**src/verilog/tsc_pkg.sv**
```systemverilog
// package of constants and types for the temperature sensor serial block
package tsc_pkg;
	// ----------------------------------------
	// clock and timing
	// ----------------------------------------
	localparam int CLK_HZ = 10_000_000; // system clock rate
	localparam int CONV_PERIOD_MS = 500; // one conversion every 500 ms (2 Hz)
	localparam int CONV_CYC = CLK_HZ / 1000 * CONV_PERIOD_MS; // cycles per conversion
	localparam int TIMEOUT_MIN_MS = 25; // bus timeout window is 25 to 48 ms
	localparam int TIMEOUT_MAX_MS = 48; // upper end of the window
	localparam int TIMEOUT_CYC = CLK_HZ / 1000 * TIMEOUT_MIN_MS; // least time, whole cycles
	localparam int TO_W = 18; // timeout counter width
	localparam int CONV_W = 23; // conversion divider width

	// ----------------------------------------
	// pointer values and register layout
	// ----------------------------------------
	localparam logic [2:0] PTR_TEMP = 3'h0; // temperature_reading
	localparam logic [2:0] PTR_CFG = 3'h1; // device_configuration
	localparam logic [2:0] PTR_THIGH = 3'h2; // upper limit
	localparam logic [2:0] PTR_TLOW = 3'h3; // lower limit
	localparam logic [2:0] PTR_HYST = 3'h4; // hysteresis_limit
	localparam logic HAS_LIMITS = 1'b1; // threshold variant built
	localparam int TEMP_LSB_POS = 3; // 13-bit value sits in [15:3]
	localparam int STAT_HI_POS = 1; // temperature above upper limit
	localparam int STAT_LO_POS = 0; // temperature below lower limit
	localparam int CFG_SHDN_POS = 0; // shutdown bit
	localparam int CFG_FQ_POS = 4; // fault queue enable bit
	localparam int CFG_TODIS_POS = 7; // bus timeout disable bit
	localparam logic [7:0] CFG_RST = 8'h00; // configuration after reset
	localparam logic [15:0] THIGH_RST = 16'h5000; // upper limit after reset
	localparam logic [15:0] TLOW_RST = 16'h0000; // lower limit after reset
	localparam logic [15:0] HYST_RST = 16'h4B00; // hysteresis after reset
	localparam logic [2:0] ADDR_UPPER = 3'h4; // fixed upper address bits, arbitrary value

	// ----------------------------------------
	// serial state machine, gray along the usual path except the ST_RACK to ST_IDLE exit
	// ----------------------------------------
	typedef enum logic [2:0] {
		ST_IDLE = 3'h0,
		ST_ADDR = 3'h1,
		ST_AACK = 3'h3,
		ST_WRX = 3'h2,
		ST_WACK = 3'h6,
		ST_RTX = 3'h7,
		ST_RACK = 3'h5
	} tsc_state_t;
endpackage

```
**src/verilog/tsc_conv.sv**
```systemverilog
// periodic conversion engine: samples the front end at the conversion rate
`timescale 1ns/10ps
module tsc_conv #(
	parameter int CONV_CYC = tsc_pkg::CONV_CYC
) (
	input wire logic clock,
	input wire logic reset,
	input wire logic enable,
	input wire logic [12:0] die_temp,
	output logic [12:0] result,
	output logic done
);
	import tsc_pkg::*;

	// ----------------------------------------
	// state
	// ----------------------------------------
	typedef struct packed {
		logic [12:0] s1; // first sync stage, read only by s2
		logic [12:0] s2; // second sync stage
		logic [CONV_W-1:0] div; // conversion rate divider
		logic [12:0] result; // latest conversion
		logic done; // one-cycle pulse per result
	} tsc_conv_t;
	tsc_conv_t c_r, c_nxt;

	// ----------------------------------------
	// next state
	// ----------------------------------------
	// front end word is held steady between samples, so a plain two-stage word
	// sync is safe here; a changing word would need a handshake instead
	always_comb begin
		c_nxt = c_r;
		c_nxt.s1 = die_temp;
		c_nxt.s2 = c_r.s1;
		c_nxt.done = 1'b0;
		if (enable) begin
			// divider stops in shutdown, so no conversion runs
			if (c_r.div == CONV_W'(CONV_CYC - 1)) begin
				c_nxt.div = '0;
				c_nxt.result = c_r.s2;
				c_nxt.done = 1'b1;
			end else begin
				c_nxt.div = c_r.div + 1'b1;
			end
		end
	end

	// register update
	always_ff @(posedge clock) begin
		if (reset) begin
			c_r <= '0;
		end else begin
			c_r <= c_nxt;
		end
	end

	assign result = c_r.result;
	assign done = c_r.done;
endmodule

```
**src/verilog/tsc_top.sv**
```systemverilog
// serial register interface of the die temperature sensor
`timescale 1ns/10ps
module tsc_top #(
	parameter int CONV_CYC = tsc_pkg::CONV_CYC,
	parameter int TIMEOUT_CYC = tsc_pkg::TIMEOUT_CYC
) (
	input wire logic clock,
	input wire logic reset,
	input wire logic scl_in,
	input wire logic sda_in,
	output logic sda_out,
	output logic sda_oe,
	input wire logic addr_strap_bit0,
	input wire logic addr_strap_bit1,
	input wire logic addr_strap_bit2,
	input wire logic addr_strap_bit3,
	input wire logic [12:0] die_temp,
	output logic alert_out,
	output logic alert_oe,
	output logic overtemp_shutdown_output,
	output logic overtemp_oe
);
	import tsc_pkg::*;

	// ----------------------------------------
	// state
	// ----------------------------------------
	typedef struct packed {
		logic [2:0] scl_sy; // [0] first stage, [1] second, [2] previous
		logic [2:0] sda_sy; // same layout as scl
		logic [3:0] strap1; // first strap stage
		logic [3:0] strap2; // synchronised straps
		tsc_state_t st; // serial state
		logic [3:0] bitcnt; // bits in current byte
		logic [7:0] sh; // shift register
		logic [1:0] bidx; // byte index in transfer
		logic rw; // 1 = read transfer
		logic [2:0] ptr; // pointer register
		logic [7:0] cfg; // device_configuration
		logic [15:0] temp; // temperature_reading
		logic [15:0] thigh; // upper limit
		logic [15:0] tlow; // lower limit
		logic [15:0] thyst; // hysteresis_limit
		logic [7:0] rxhi; // high byte waiting for low byte
		logic hi_pend; // fault queue: one high fault seen
		logic lo_pend; // fault queue: one low fault seen
		logic [TO_W-1:0] tocnt; // scl low time while busy
		logic sda_oe; // pulling sda low
		logic alert_oe; // pulling alarm low
		logic ovt_oe; // pulling overtemp low
	} tsc_top_t;
	tsc_top_t s_r, s_nxt;

	logic [12:0] conv_val; // conversion result
	logic conv_done; // new result pulse

	// ----------------------------------------
	// conversion engine
	// ----------------------------------------
	tsc_conv #(.CONV_CYC(CONV_CYC)) u_conv (
		.clock(clock),
		.reset(reset),
		.enable(!s_r.cfg[CFG_SHDN_POS]),
		.die_temp(die_temp),
		.result(conv_val),
		.done(conv_done)
	);

	// ----------------------------------------
	// helpers
	// ----------------------------------------
	// byte of the selected register, high byte at index 0
	function automatic logic [7:0] get_byte(input tsc_top_t s, input logic idx);
		logic [15:0] w;
		w = 16'h0000;
		unique case (s.ptr)
			PTR_TEMP: w = s.temp;
			PTR_CFG: w = {s.cfg, s.cfg}; // 8-bit register repeats
			PTR_THIGH: w = HAS_LIMITS ? s.thigh : 16'h0000;
			PTR_TLOW: w = HAS_LIMITS ? s.tlow : 16'h0000;
			PTR_HYST: w = HAS_LIMITS ? s.thyst : 16'h0000;
			default: w = 16'h0000; // unmapped pointer reads zero
		endcase
		get_byte = idx ? w[7:0] : w[15:8];
	endfunction

	// signed compare of two 13-bit temperature fields
	function automatic logic t_gt(input logic [15:0] a, input logic [15:0] b);
		t_gt = $signed(a[15:TEMP_LSB_POS]) > $signed(b[15:TEMP_LSB_POS]);
	endfunction

	// bus events from the synchronised pins; stage 0 is never read here
	wire scl_hi = s_r.scl_sy[1];
	wire scl_rise = s_r.scl_sy[1] & ~s_r.scl_sy[2];
	wire scl_fall = ~s_r.scl_sy[1] & s_r.scl_sy[2];
	wire bus_start = scl_hi & s_r.scl_sy[2] & s_r.sda_sy[2] & ~s_r.sda_sy[1];
	wire bus_stop = scl_hi & s_r.scl_sy[2] & ~s_r.sda_sy[2] & s_r.sda_sy[1];
	wire [6:0] my_addr = {ADDR_UPPER, s_r.strap2};
	wire to_hit = (s_r.tocnt == TO_W'(TIMEOUT_CYC)) & ~s_r.cfg[CFG_TODIS_POS];

	// ----------------------------------------
	// next state
	// ----------------------------------------
	always_comb begin
		logic [7:0] b;
		logic [15:0] t;
		b = 8'h00;
		t = 16'h0000;
		s_nxt = s_r;
		// two flip-flops on every pin before any logic
		s_nxt.scl_sy = {s_r.scl_sy[1], s_r.scl_sy[0], scl_in};
		s_nxt.sda_sy = {s_r.sda_sy[1], s_r.sda_sy[0], sda_in};
		s_nxt.strap1 = {addr_strap_bit3, addr_strap_bit2, addr_strap_bit1, addr_strap_bit0};
		s_nxt.strap2 = s_r.strap1;

		// conversion result and alarm flags
		if (conv_done) begin
			t = {conv_val, 3'h0};
			if (HAS_LIMITS) begin
				// limit variant: status in [1:0], bit two stays zero
				t[STAT_HI_POS] = t_gt(t, s_r.thigh);
				t[STAT_LO_POS] = t_gt(s_r.tlow, t);
				// fault queue wants two faults in a row before alarming
				s_nxt.hi_pend = t[STAT_HI_POS];
				s_nxt.lo_pend = t[STAT_LO_POS];
				if (s_r.cfg[CFG_FQ_POS]) begin
					s_nxt.alert_oe = (t[STAT_HI_POS] & s_r.hi_pend) |
						(t[STAT_LO_POS] & s_r.lo_pend);
				end else begin
					s_nxt.alert_oe = t[STAT_HI_POS] | t[STAT_LO_POS];
				end
				// overtemp sets above upper limit, clears below hysteresis
				if (t_gt(t, s_r.thigh)) begin
					s_nxt.ovt_oe = 1'b1;
				end else if (t_gt(s_r.thyst, t)) begin
					s_nxt.ovt_oe = 1'b0;
				end
			end
			s_nxt.temp = t; // low three bits zero without limits
		end

		// timeout counts scl low time inside a transfer
		if (s_r.st != ST_IDLE && !scl_hi) begin
			s_nxt.tocnt = to_hit ? s_r.tocnt : s_r.tocnt + 1'b1;
		end else begin
			s_nxt.tocnt = '0;
		end

		// serial slave
		if (bus_start) begin
			s_nxt.st = ST_ADDR;
			s_nxt.bitcnt = 4'h0;
			s_nxt.bidx = 2'h0; // pointer itself is kept
			s_nxt.sda_oe = 1'b0;
		end else if (bus_stop || to_hit) begin
			// stop or stalled transfer ends it, sda released
			s_nxt.st = ST_IDLE;
			s_nxt.sda_oe = 1'b0;
		end else begin
			unique case (s_r.st)
				ST_IDLE: begin
					s_nxt.sda_oe = 1'b0;
				end
				ST_ADDR, ST_WRX: begin
					// data sampled on scl rise
					if (scl_rise) begin
						s_nxt.sh = {s_r.sh[6:0], s_r.sda_sy[1]};
						s_nxt.bitcnt = s_r.bitcnt + 1'b1;
					end else if (scl_fall && s_r.bitcnt == 4'h8) begin
						if (s_r.st == ST_ADDR) begin
							if (s_r.sh[7:1] == my_addr) begin
								s_nxt.st = ST_AACK;
								s_nxt.rw = s_r.sh[0];
								s_nxt.sda_oe = 1'b1;
							end else begin
								s_nxt.st = ST_IDLE; // other device
							end
						end else begin
							s_nxt.st = ST_WACK;
							s_nxt.sda_oe = 1'b1;
							if (s_r.bidx == 2'h0) begin
								s_nxt.ptr = s_r.sh[2:0];
							end else if (s_r.ptr == PTR_CFG && s_r.bidx == 2'h1) begin
								s_nxt.cfg = s_r.sh;
							end else if (s_r.bidx == 2'h1) begin
								s_nxt.rxhi = s_r.sh; // high byte first
							end else if (HAS_LIMITS && s_r.bidx == 2'h2) begin
								// temperature register ignores writes
								if (s_r.ptr == PTR_THIGH) s_nxt.thigh = {s_r.rxhi, s_r.sh};
								if (s_r.ptr == PTR_TLOW) s_nxt.tlow = {s_r.rxhi, s_r.sh};
								if (s_r.ptr == PTR_HYST) s_nxt.thyst = {s_r.rxhi, s_r.sh};
							end
							if (s_r.bidx != 2'h3) s_nxt.bidx = s_r.bidx + 1'b1;
						end
					end
				end
				ST_AACK, ST_RACK: begin
					// host not acking a read byte ends our part
					if (scl_rise && s_r.st == ST_RACK && s_r.sda_sy[1]) begin
						s_nxt.st = ST_IDLE;
					end else if (scl_fall) begin
						if (s_r.rw) begin
							b = get_byte(s_r, s_r.bidx[0]);
							s_nxt.sh = b;
							s_nxt.sda_oe = ~b[7];
							s_nxt.bitcnt = 4'h1;
							s_nxt.bidx = {1'b0, ~s_r.bidx[0]};
							s_nxt.st = ST_RTX;
						end else begin
							s_nxt.sda_oe = 1'b0;
							s_nxt.bitcnt = 4'h0;
							s_nxt.st = ST_WRX;
						end
					end
				end
				ST_WACK: begin
					if (scl_fall) begin
						s_nxt.sda_oe = 1'b0;
						s_nxt.bitcnt = 4'h0;
						s_nxt.st = ST_WRX;
					end
				end
				ST_RTX: begin
					// next bit out after scl falls
					if (scl_fall) begin
						if (s_r.bitcnt == 4'h8) begin
							s_nxt.sda_oe = 1'b0;
							s_nxt.st = ST_RACK;
						end else begin
							s_nxt.sh = {s_r.sh[6:0], 1'b0};
							s_nxt.sda_oe = ~s_r.sh[6];
							s_nxt.bitcnt = s_r.bitcnt + 1'b1;
						end
					end
				end
				default: begin
					s_nxt.st = ST_IDLE; // unused code
					s_nxt.sda_oe = 1'b0;
				end
			endcase
		end
	end

	// register update
	always_ff @(posedge clock) begin
		if (reset) begin
			s_r <= '0;
			s_r.scl_sy <= 3'h7;
			s_r.sda_sy <= 3'h7;
			s_r.st <= ST_IDLE;
			s_r.ptr <= PTR_TEMP;
			s_r.cfg <= CFG_RST;
			s_r.thigh <= THIGH_RST;
			s_r.tlow <= TLOW_RST;
			s_r.thyst <= HYST_RST;
		end else begin
			s_r <= s_nxt;
		end
	end

	// ----------------------------------------
	// outputs: open drain, level always low
	// ----------------------------------------
	assign sda_out = 1'b0 & s_r.sda_oe;
	assign sda_oe = s_r.sda_oe;
	assign alert_out = 1'b0 & s_r.alert_oe;
	assign alert_oe = s_r.alert_oe;
	assign overtemp_shutdown_output = 1'b0 & s_r.ovt_oe;
	assign overtemp_oe = s_r.ovt_oe;

	// ----------------------------------------
	// assertions
	// ----------------------------------------
	addr_ack_a: assert property (@(posedge clock) disable iff (reset)
		s_r.st == ST_ADDR && scl_fall && s_r.bitcnt == 4'h8 && !bus_start && !bus_stop &&
		!to_hit && s_r.sh[7:1] == my_addr |=> sda_oe && s_r.st == ST_AACK)
		else $error("own address not acknowledged");
	addr_other_a: assert property (@(posedge clock) disable iff (reset)
		s_r.st == ST_ADDR && s_r.sh[7:1] != my_addr && scl_fall && s_r.bitcnt == 4'h8
		|=> !sda_oe)
		else $error("foreign address acknowledged");
	temp_load_a: assert property (@(posedge clock) disable iff (reset)
		conv_done |=> s_r.temp[15:3] == $past(conv_val))
		else $error("temperature not updated");
	temp_ro_a: assert property (@(posedge clock) disable iff (reset)
		$changed(s_r.temp) |-> $past(conv_done))
		else $error("temperature changed without conversion");
	bit_two_a: assert property (@(posedge clock) disable iff (reset)
		s_r.temp[2] == 1'b0)
		else $error("unused bit two set");
	shdn_stop_a: assert property (@(posedge clock) disable iff (reset)
		s_r.cfg[CFG_SHDN_POS] && $past(s_r.cfg[CFG_SHDN_POS]) |-> !conv_done)
		else $error("conversion during shutdown");
	ptr_write_a: assert property (@(posedge clock) disable iff (reset)
		s_r.st == ST_WRX && scl_fall && s_r.bitcnt == 4'h8 && s_r.bidx == 2'h0 &&
		!bus_start && !bus_stop && !to_hit |=> s_r.ptr == $past(s_r.sh[2:0]))
		else $error("pointer byte not stored");
	ptr_keep_a: assert property (@(posedge clock) disable iff (reset)
		bus_start |=> $stable(s_r.ptr))
		else $error("pointer lost at start");
	bus_timeout_a: assert property (@(posedge clock) disable iff (reset)
		to_hit && !bus_start |=> s_r.st == ST_IDLE && !sda_oe)
		else $error("timeout did not release bus");
endmodule

```
**config.mk**
```make
export PLATFORM = sky130hd
export DESIGN_NAME = tsc_top
export DESIGN_NICKNAME = d
export VERILOG_FILES = /design/src/verilog/tsc_pkg.sv /design/src/verilog/tsc_conv.sv /design/src/verilog/tsc_top.sv
export SDC_FILE = /design/constraint.sdc
export NUM_CORES = 1
export LEC_CHECK = 0
export BUFFER_PORTS_ARGS = -buffer_cell sky130_fd_sc_hd__buf_2
export CORE_UTILIZATION = 40
export CTS_CLUSTER_SIZE = 30
export DETAILED_ROUTE_END_ITERATION = 7
export SLEW_MARGIN = 10
export SYNTH_ARGS = -nofsm -noshare
export SYNTH_HDL_FRONTEND = slang
export SYNTH_HIERARCHICAL = 1
export SYNTH_SLANG_ARGS = --single-unit
```
**constraint.sdc**
```tcl
create_clock -name clock -period 2.4 [get_ports clock]
set_clock_uncertainty 0.05 [all_clocks]
set_input_delay 0.12 -clock clock [delete_from_list [all_inputs] [get_ports clock]]
set_output_delay 0.12 -clock clock [all_outputs]
set_load 0.01 [all_outputs]
```
==> impl_metrics.json, run 1 <==
{
  "status": "complete, no violations",
  "fill_cells": 2293,
  "worstReg2RegEnd": "s_r[113]",
  "gp_congestion": 0.8765,
  "grt.total_usage": 0.1973,
  "critPathCapture": "s_r[113]",
  "fp.dieH_um": 158.6,
  "synth.avg_cell_area_um2": 8.904,
  "numCtsBuffers": 17,
  "ys.flop_type": "dfxtp_1",
  "cts.clk_slew.worst_paths_ns": 0.09,
  "dp_slack_ns": 0.1761,
  "cts_root_buf": "clkbuf_16",
  "first_global_vias": 7490,
  "ys_ff_latch": 198,
  "finalSetupTns_ns": 0,
  "path_class": "flop to flop",
  "rr_worst_depth": 7,
  "register_area_um2": 3965,
  "coreArea_um2": 23750,
  "design_area_um2": 11230,
  "clockBufferDepth": 2,
  "yosysSeqAreaShare": 0.4040,
  "multi_input_area_um2": 5281,
  "h-tree-depth": 4,
  "start_kind": "flop",
  "routed_wl_um": 23410,
  "placed_area_um2": 10360,
  "hold_viol": 0,
  "portBuffers": 23,
  "grt_pass1_wl_um": 38710,
  "maxSlewHeadroom": 0.5694,
  "p_total_uw": 6656,
  "cp.arrival_ns": 2.51,
  "ys_top_cells_by_area": "dfxtp_1 40%, mux2i_1 9.4%, ha_1 6.1%",
  "hold_path.class": "primary input to flop",
  "r2r_start": "s_r[104]",
  "die_x_um": 158.6,
  "clkSinkCount": 198,
  "drv_slew": 0,
  "overflow": 0,
  "initial_core_util": 0.4131,
  "async_reset_ff_frac": 0,
  "yosysWarnings": 6,
  "die_area_um2": 25160,
  "dr.pass1.iters": 5,
  "ff2ff_setup_slack_ns": 0.20,
  "fmax_mhz": 453.6,
  "min_period_over_period": 0.9186,
  "antenna_left": 0,
  "io_pins": 27,
  "clock_latency_ns": 0.44,
  "setup_ws_ns": 0.1955,
  "synth_area_um2": 9812,
  "critPathRequiredTime_ns": 2.71,
  "rsz0062_at_grt": "no",
  "diodes": 0,
  "synth_edf_count": 0,
  "dp_cells": 1419,
  "num_rows": 56,
  "grt_start_max_net_pins": 53,
  "critPathLaunch": "s_r[104]",
  "viasPerCell": 5.295,
  "vdd_drop_max_mv": 0.3494,
  "synth_cells": 1102,
  "area_delta_synth_final_pct": 14.46,
  "p_leak_uw": 0.004134,
  "setup_viol": 0,
  "synth.distinct_cells": 74,
  "drtIter0Drc": 312,
  "min_period_ns": 2.205,
  "nets": 1208,
  "drv_cap": 0,
  "cp-end-kind": "flop",
  "tightest_slew_ns": 0.6378,
  "num_vias": 7789,
  "cts_setup_buffers": 0,
  "path_max_fanout": 14,
  "final_cells": 1471,
  "drive_gt1_frac": 0.1233,
  "netlist.area_leader.share": 0.4040,
  "wl_per_cell_um": 15.92,
  "route.detailed.drc": 0,
  "dpl.hpwl_um": 16770,
  "yosys.area.top_type": "dfxtp_1",
  "power.density_nw_per_um2": 592.7,
  "grt_antenna_before_repair": 0,
  "cts_tree": "done"
}
state kept, by name, indices dropped and copies added (netlist names), 4 cells and up:
| signal | count |
|---|---|
| u_conv/result | 13 |
| s_nxt | 8 |
| u_conv/c_nxt | 13 |
| u_conv/c_r | 36 |
| s_r | 120 |
| my_addr | 4 |
kinds of logic (layout without fill, tap and decap cells):
kind of cell,after synthesis,in the layout,share of synthesized area
multiplexers,96,96,0.09844
buffers and inverters,128,176,0.06133
adder cells (fa/ha/maj),48,48,0.06121
XOR/XNOR,33,33,0.02946
AO/OA/AOI/OAI,199,199,0.1317
AND/OR/NAND/NOR,399,399,0.2135
other,1,3,0.0003822
flip-flops,198,198,0.4040
cells in the final DEF (no fill, tap or decap), types with 29 or more instances in the layout:
| master | netlist | final |
|---|---|---|
| o21ai_0 | 49 | 49 |
| nor2_1 | 144 | 143 |
| ha_1 | 48 | 48 |
| nand2_1 | 56 | 56 |
| inv_1 | 45 | 45 |
| nand3_1 | 30 | 29 |
| mux2i_1 | 92 | 92 |
| a21oi_1 | 59 | 59 |
| dfxtp_1 | 198 | 197 |
| nor2b_1 | 45 | 45 |
| buf_4 | 18 | 52 |
where the power goes:
part           internal (uW)  switching, uW  total, uW
sequential              3330           35.2       3360
clock                   1480           1590       3070
combinational            101            121        222
total                   4910           1750       6660
stage by stage:
stage,util,hold slack (ns)
floorplan,-,0.1416
global placement,0.4360,0.2643
detailed placement,0.4360,0.2723
CTS,0.4717,0.3312
global route,0.4728,0.3488
finish,0.4728,0.3498
synthesized netlist by cell type, types with 18 or more instances:
library cell and count:
ha_1 48, nor2b_1 45, mux2i_1 92, inv_1 45, o21ai_0 49, a21oi_1 59, nand3_1 30, buf_4 18
nor2_1 144, clkbuf_1 37, nand4_1 27, nand2_1 56, xnor2_1 19, dfxtp_1 198, buf_2 19
worst max-delay path, cell delays in order (launching register included):
cell	delay, ns
dfxtp_1	0.50
and3b_1	0.61
a32oi_1	0.16
o211ai_1	0.14
o21ai_0	0.12
buf_4	0.16
a21o_1	0.14
a311oi_1	0.24
how the worst min path moves through the flow:
stage            from          endpoint  slack, ns  depth (start not counted)
2_1_floorplan   reset  u_conv/c_nxt[37]       0.14                          1
3_3_place_gp   scl_in        s_nxt[136]       0.26                          2
3_5_place_dp   sda_in        s_nxt[133]       0.27                          2
4_1_cts        scl_in        s_nxt[136]       0.33                          3
5_1_grt        sda_in        s_nxt[133]       0.35                          3
6_report       sda_in        s_nxt[133]       0.35                          3
metal layers:
layer / GRT usage / vias up / wire length [um]
li1: - / 3930 / -
met1: 0.2630 / 3706 / 11230
met2: 0.3294 / 135 / 11150
met3: 0.02776 / 18 / 671
met4: 0.05861 / 0 / 355
met5: 0 / - / 0
final cells by class:
| class | instances | share of cell area |
|---|---|---|
| Timing Repair Buffer | 97 | 0.06774 |
| Sequential cell | 198 | 0.3531 |
| Clock buffer | 17 | 0.03788 |
| Clock inverter | 15 | 0.01983 |
| Tap cell | 319 | 0.03554 |
| Multi-Input combinational cell | 778 | 0.4703 |
| Inverter | 47 | 0.01571 |
repair_timing:
item                       4_1_cts  5_1_grt
hold buffers                    20        0
hold endpoints to repair        22        0
resized for setup                0        5
setup endpoints to repair        0       11
(Power assumes the default switching activity.)
==> run 2: changes to the inputs <==
--- a/config.mk
+++ b/config.mk
@@ -5,6 +5,7 @@
 export SDC_FILE = /design/constraint.sdc
 export NUM_CORES = 1
 export LEC_CHECK = 0
+export ABC_AREA = 1
 export BUFFER_PORTS_ARGS = -buffer_cell sky130_fd_sc_hd__buf_2
 export CORE_UTILIZATION = 40
 export CTS_CLUSTER_SIZE = 30
==> run 2 against run 1 <==
Net effect:
- critical path type unchanged
- synthesized cell count up 29%
- area after synthesis up 1.4%
- first-iteration DRC count is 72% higher
- sequential cell count unchanged
- global-route usage grew 0.36 points
- count of clock-buffer cells in the layout stayed put
- via count grew 11%
- worst hold slack lost 0.0012 ns
==> impl_metrics.json, run 2 <==
{
  "synth_cells": 1424,
  "tightest_slew_ns": 0.8382,
  "path_class": "flop to flop",
  "drv_slew": 0,
  "route.detailed.drc": 0,
  "clkSinkCount": 198,
  "die_area_um2": 25520,
  "grt_antenna_before_repair": 0,
  "grt.total_usage": 0.2009,
  "drtIter0Drc": 536,
  "h-tree-depth": 4,
  "synth.most_common_cell": "nand2_1",
  "rsz0062_at_grt": "no",
  "clockBufferDepth": 2,
  "p_total_uw": 7414,
  "cpPeakStageDelay_ns": 0.41,
  "diodes": 0,
  "final_cell_mix": "268 x nand2_1, 248 x nor2_1, 198 x dfxtp_1",
  "synth_edf_count": 0,
  "die_x_um": 159.7,
  "cts.clk_slew.worst_paths_ns": 0.08,
  "synth_area_um2": 9953,
  "grt_start_max_net_pins": 88,
  "num_vias": 8652,
  "routed_wl_um": 24480,
  "dp_cells": 1733,
  "design_area_um2": 11090,
  "fp.dieH_um": 159.7,
  "ys_top_cells_by_area": "dfxtp_1 40%, nand2_1 10%, nor2_1 9.4%",
  "yosysSeqAreaShare": 0.3982,
  "viasPerCell": 4.844,
  "switching_share": 0.3070,
  "initial_core_util": 0.4081,
  "fmax_mhz": 479.6,
  "drv_cap": 0,
  "cp.arrival_ns": 2.42,
  "dpl.hpwl_um": 17740,
  "overflow": 0,
  "maxSlewHeadroom": 0.4412,
  "min_period_ns": 2.085,
  "coreArea_um2": 24390,
  "cts_root_buf": "clkbuf_16",
  "io_pins": 27,
  "cts_tree": "done",
  "power.density_nw_per_um2": 668.7,
  "gp_congestion": 0.8954,
  "cts_resized": 0,
  "nets": 1518,
  "yosys.area.top_type": "dfxtp_1",
  "hold_viol": 0,
  "hold_path.class": "primary input to flop",
  "setup_viol": 0,
  "final_cells": 1786,
  "start_kind": "flop",
  "wl_per_cell_um": 13.70,
  "portBuffers": 23,
  "first_global_vias": 8241,
  "critPathRequiredTime_ns": 2.74,
  "p_sw_uw": 2276,
  "clock_latency_ns": 0.45,
  "numCtsBuffers": 17,
  "largestRegisters": "s_r (120), u_conv/c_r (36)",
  "cp-end-kind": "flop",
  "dr.pass1.iters": 5,
  "ys_ff_latch": 198,
  "seqPwrFrac": 0.478,
  "finalSetupTns_ns": 0,
  "p_leak_uw": 0.004839,
  "combinationalPowerShare": 0.122,
  "antenna_left": 0,
  "final_common_cell": "nand2_1",
  "cpMaxStageDelayCell": "dfxtp_1",
  "p_int_uw": 5138,
  "async_reset_ff_frac": 0,
  "synth_common_cells": "268 x nand2_1, 248 x nor2_1, 198 x dfxtp_1",
  "placed_area_um2": 10260,
  "largest_reg_flops": 120,
  "max_flop_register": "s_r",
  "num_rows": 57,
  "synth.distinct_cells": 45,
  "netlist.area_leader.share": 0.3982,
  "clkPwrFrac": 0.401,
  "vdd_drop_max_mv": 0.5309,
  "grt_pass1_wl_um": 41320,
  "area_delta_synth_final_pct": 11.40,
  "synth.avg_cell_area_um2": 6.990,
  "critical_path.cell_chain": "inv_1 -> ha_1 -> nand2_1 -> nor2_1 -> inv_1 -> nor2_1 -> nand2_1 -> nand3_1 -> nand3_1 -> a21oi_1 -> nor2_1 -> nor2_1",
  "cpMostUsedCell": "nor2_1",
  "drive_gt1_frac": 0.09029,
  "min_period_over_period": 0.8688,
  "ys.flop_type": "dfxtp_1",
  "path_max_fanout": 4,
  "status": "complete, no violations",
  "yosysWarnings": 6
}
run 2: changes by cell type after synthesis, moves of 23 or more:
cell     previous run  this run
nand2_1            56       268
inv_1              45       190
nor2_1            144       248
mux2i_1            92         0
nor2b_1            45         0
o21ai_1             1        43
a21oi_1            59        94
nand3_1            30        63
nor3_1             14        37
run 2: critical path: cells and delay by family, from the launching register on:
kind | cells | cell delay, ns
compound gates | 1 | 0.12
fa+ha+maj | 1 | 0.35
buf+inv | 2 | 0.14
flops | 1 | 0.41
simple gates | 8 | 0.97
run 2: per-stage QoR:
| step | hold WS (ns) | setup slack, ns | util |
|---|---|---|---|
| after detailed placement | 0.2642 | 0.2892 | 0.4206 |
| final | 0.3486 | 0.3148 | 0.4546 |
| after floorplan | 0.1738 | 0.3929 | - |
| after CTS | 0.3381 | 0.2735 | 0.4546 |
| after global routing | 0.3549 | 0.08874 | 0.4546 |
| after global placement | 0.2588 | 0.2648 | 0.4206 |
run 2: repair_timing:
action	in CTS	in global routing
endpoints found under the hold margin	22	0
buffers inserted	0	0
hold buffers	21	0
run 2: cell families (layout without fill, tap and decap cells):
group                    count (synthesis)  in the layout  synth area share
AO/OA/AOI/OAI                          222            222            0.1172
XOR/XNOR                                11             11          0.009679
adder cells (fa/ha/maj)                 48             48           0.06034
buffers and inverters                  265            301            0.1138
flip-flops                             198            198            0.3982
other                                    1              3         0.0003768
AND/OR/NAND/NOR                        679            679            0.3004
run 2: worst paths after layout:
check | depth (start not counted) | start | slack, ns | endpoint
setup / recovery | 12 | s_r[78] | 0.31 | alert_oe
hold / removal | 3 | sda_in | 0.35 | s_nxt[133]
setup reg to reg | 12 | s_r[78] | 0.31 | alert_oe
hold reg to reg | 2 | s_nxt[127] | 0.35 | my_addr[3]
run 2: per-layer routing:
layer,vias to the layer above,global-route usage,wire (um)
met3,27,0.03195,918
met5,-,0,0
met1,3928,0.2648,11830
li1,4544,-,-
met4,0,0.06556,506
met2,153,0.3341,11220
run 2: final cells by class:
cell class,count,area (um2)
clock buffers,17,425.4
clock inverters,15,192.7
fillers,2527,13300
inverters,208,783.3
multi-input cells,963,4865
flip-flops and latches,198,3964
well taps,324,405.4
repair buffers,61,452.9
run 2: power by group through the flow:
stage / Clock, uW / Combinational [uW] / Sequential (uW)
3_3_place_gp: 0 / 864 / 3620
5_1_grt: 3160 / 1030 / 3560
3_5_place_dp: 0 / 867 / 3620
4_1_cts: 3030 / 900 / 3540
2_1_floorplan: 0 / 668 / 3540
6_report: 2970 / 903 / 3540
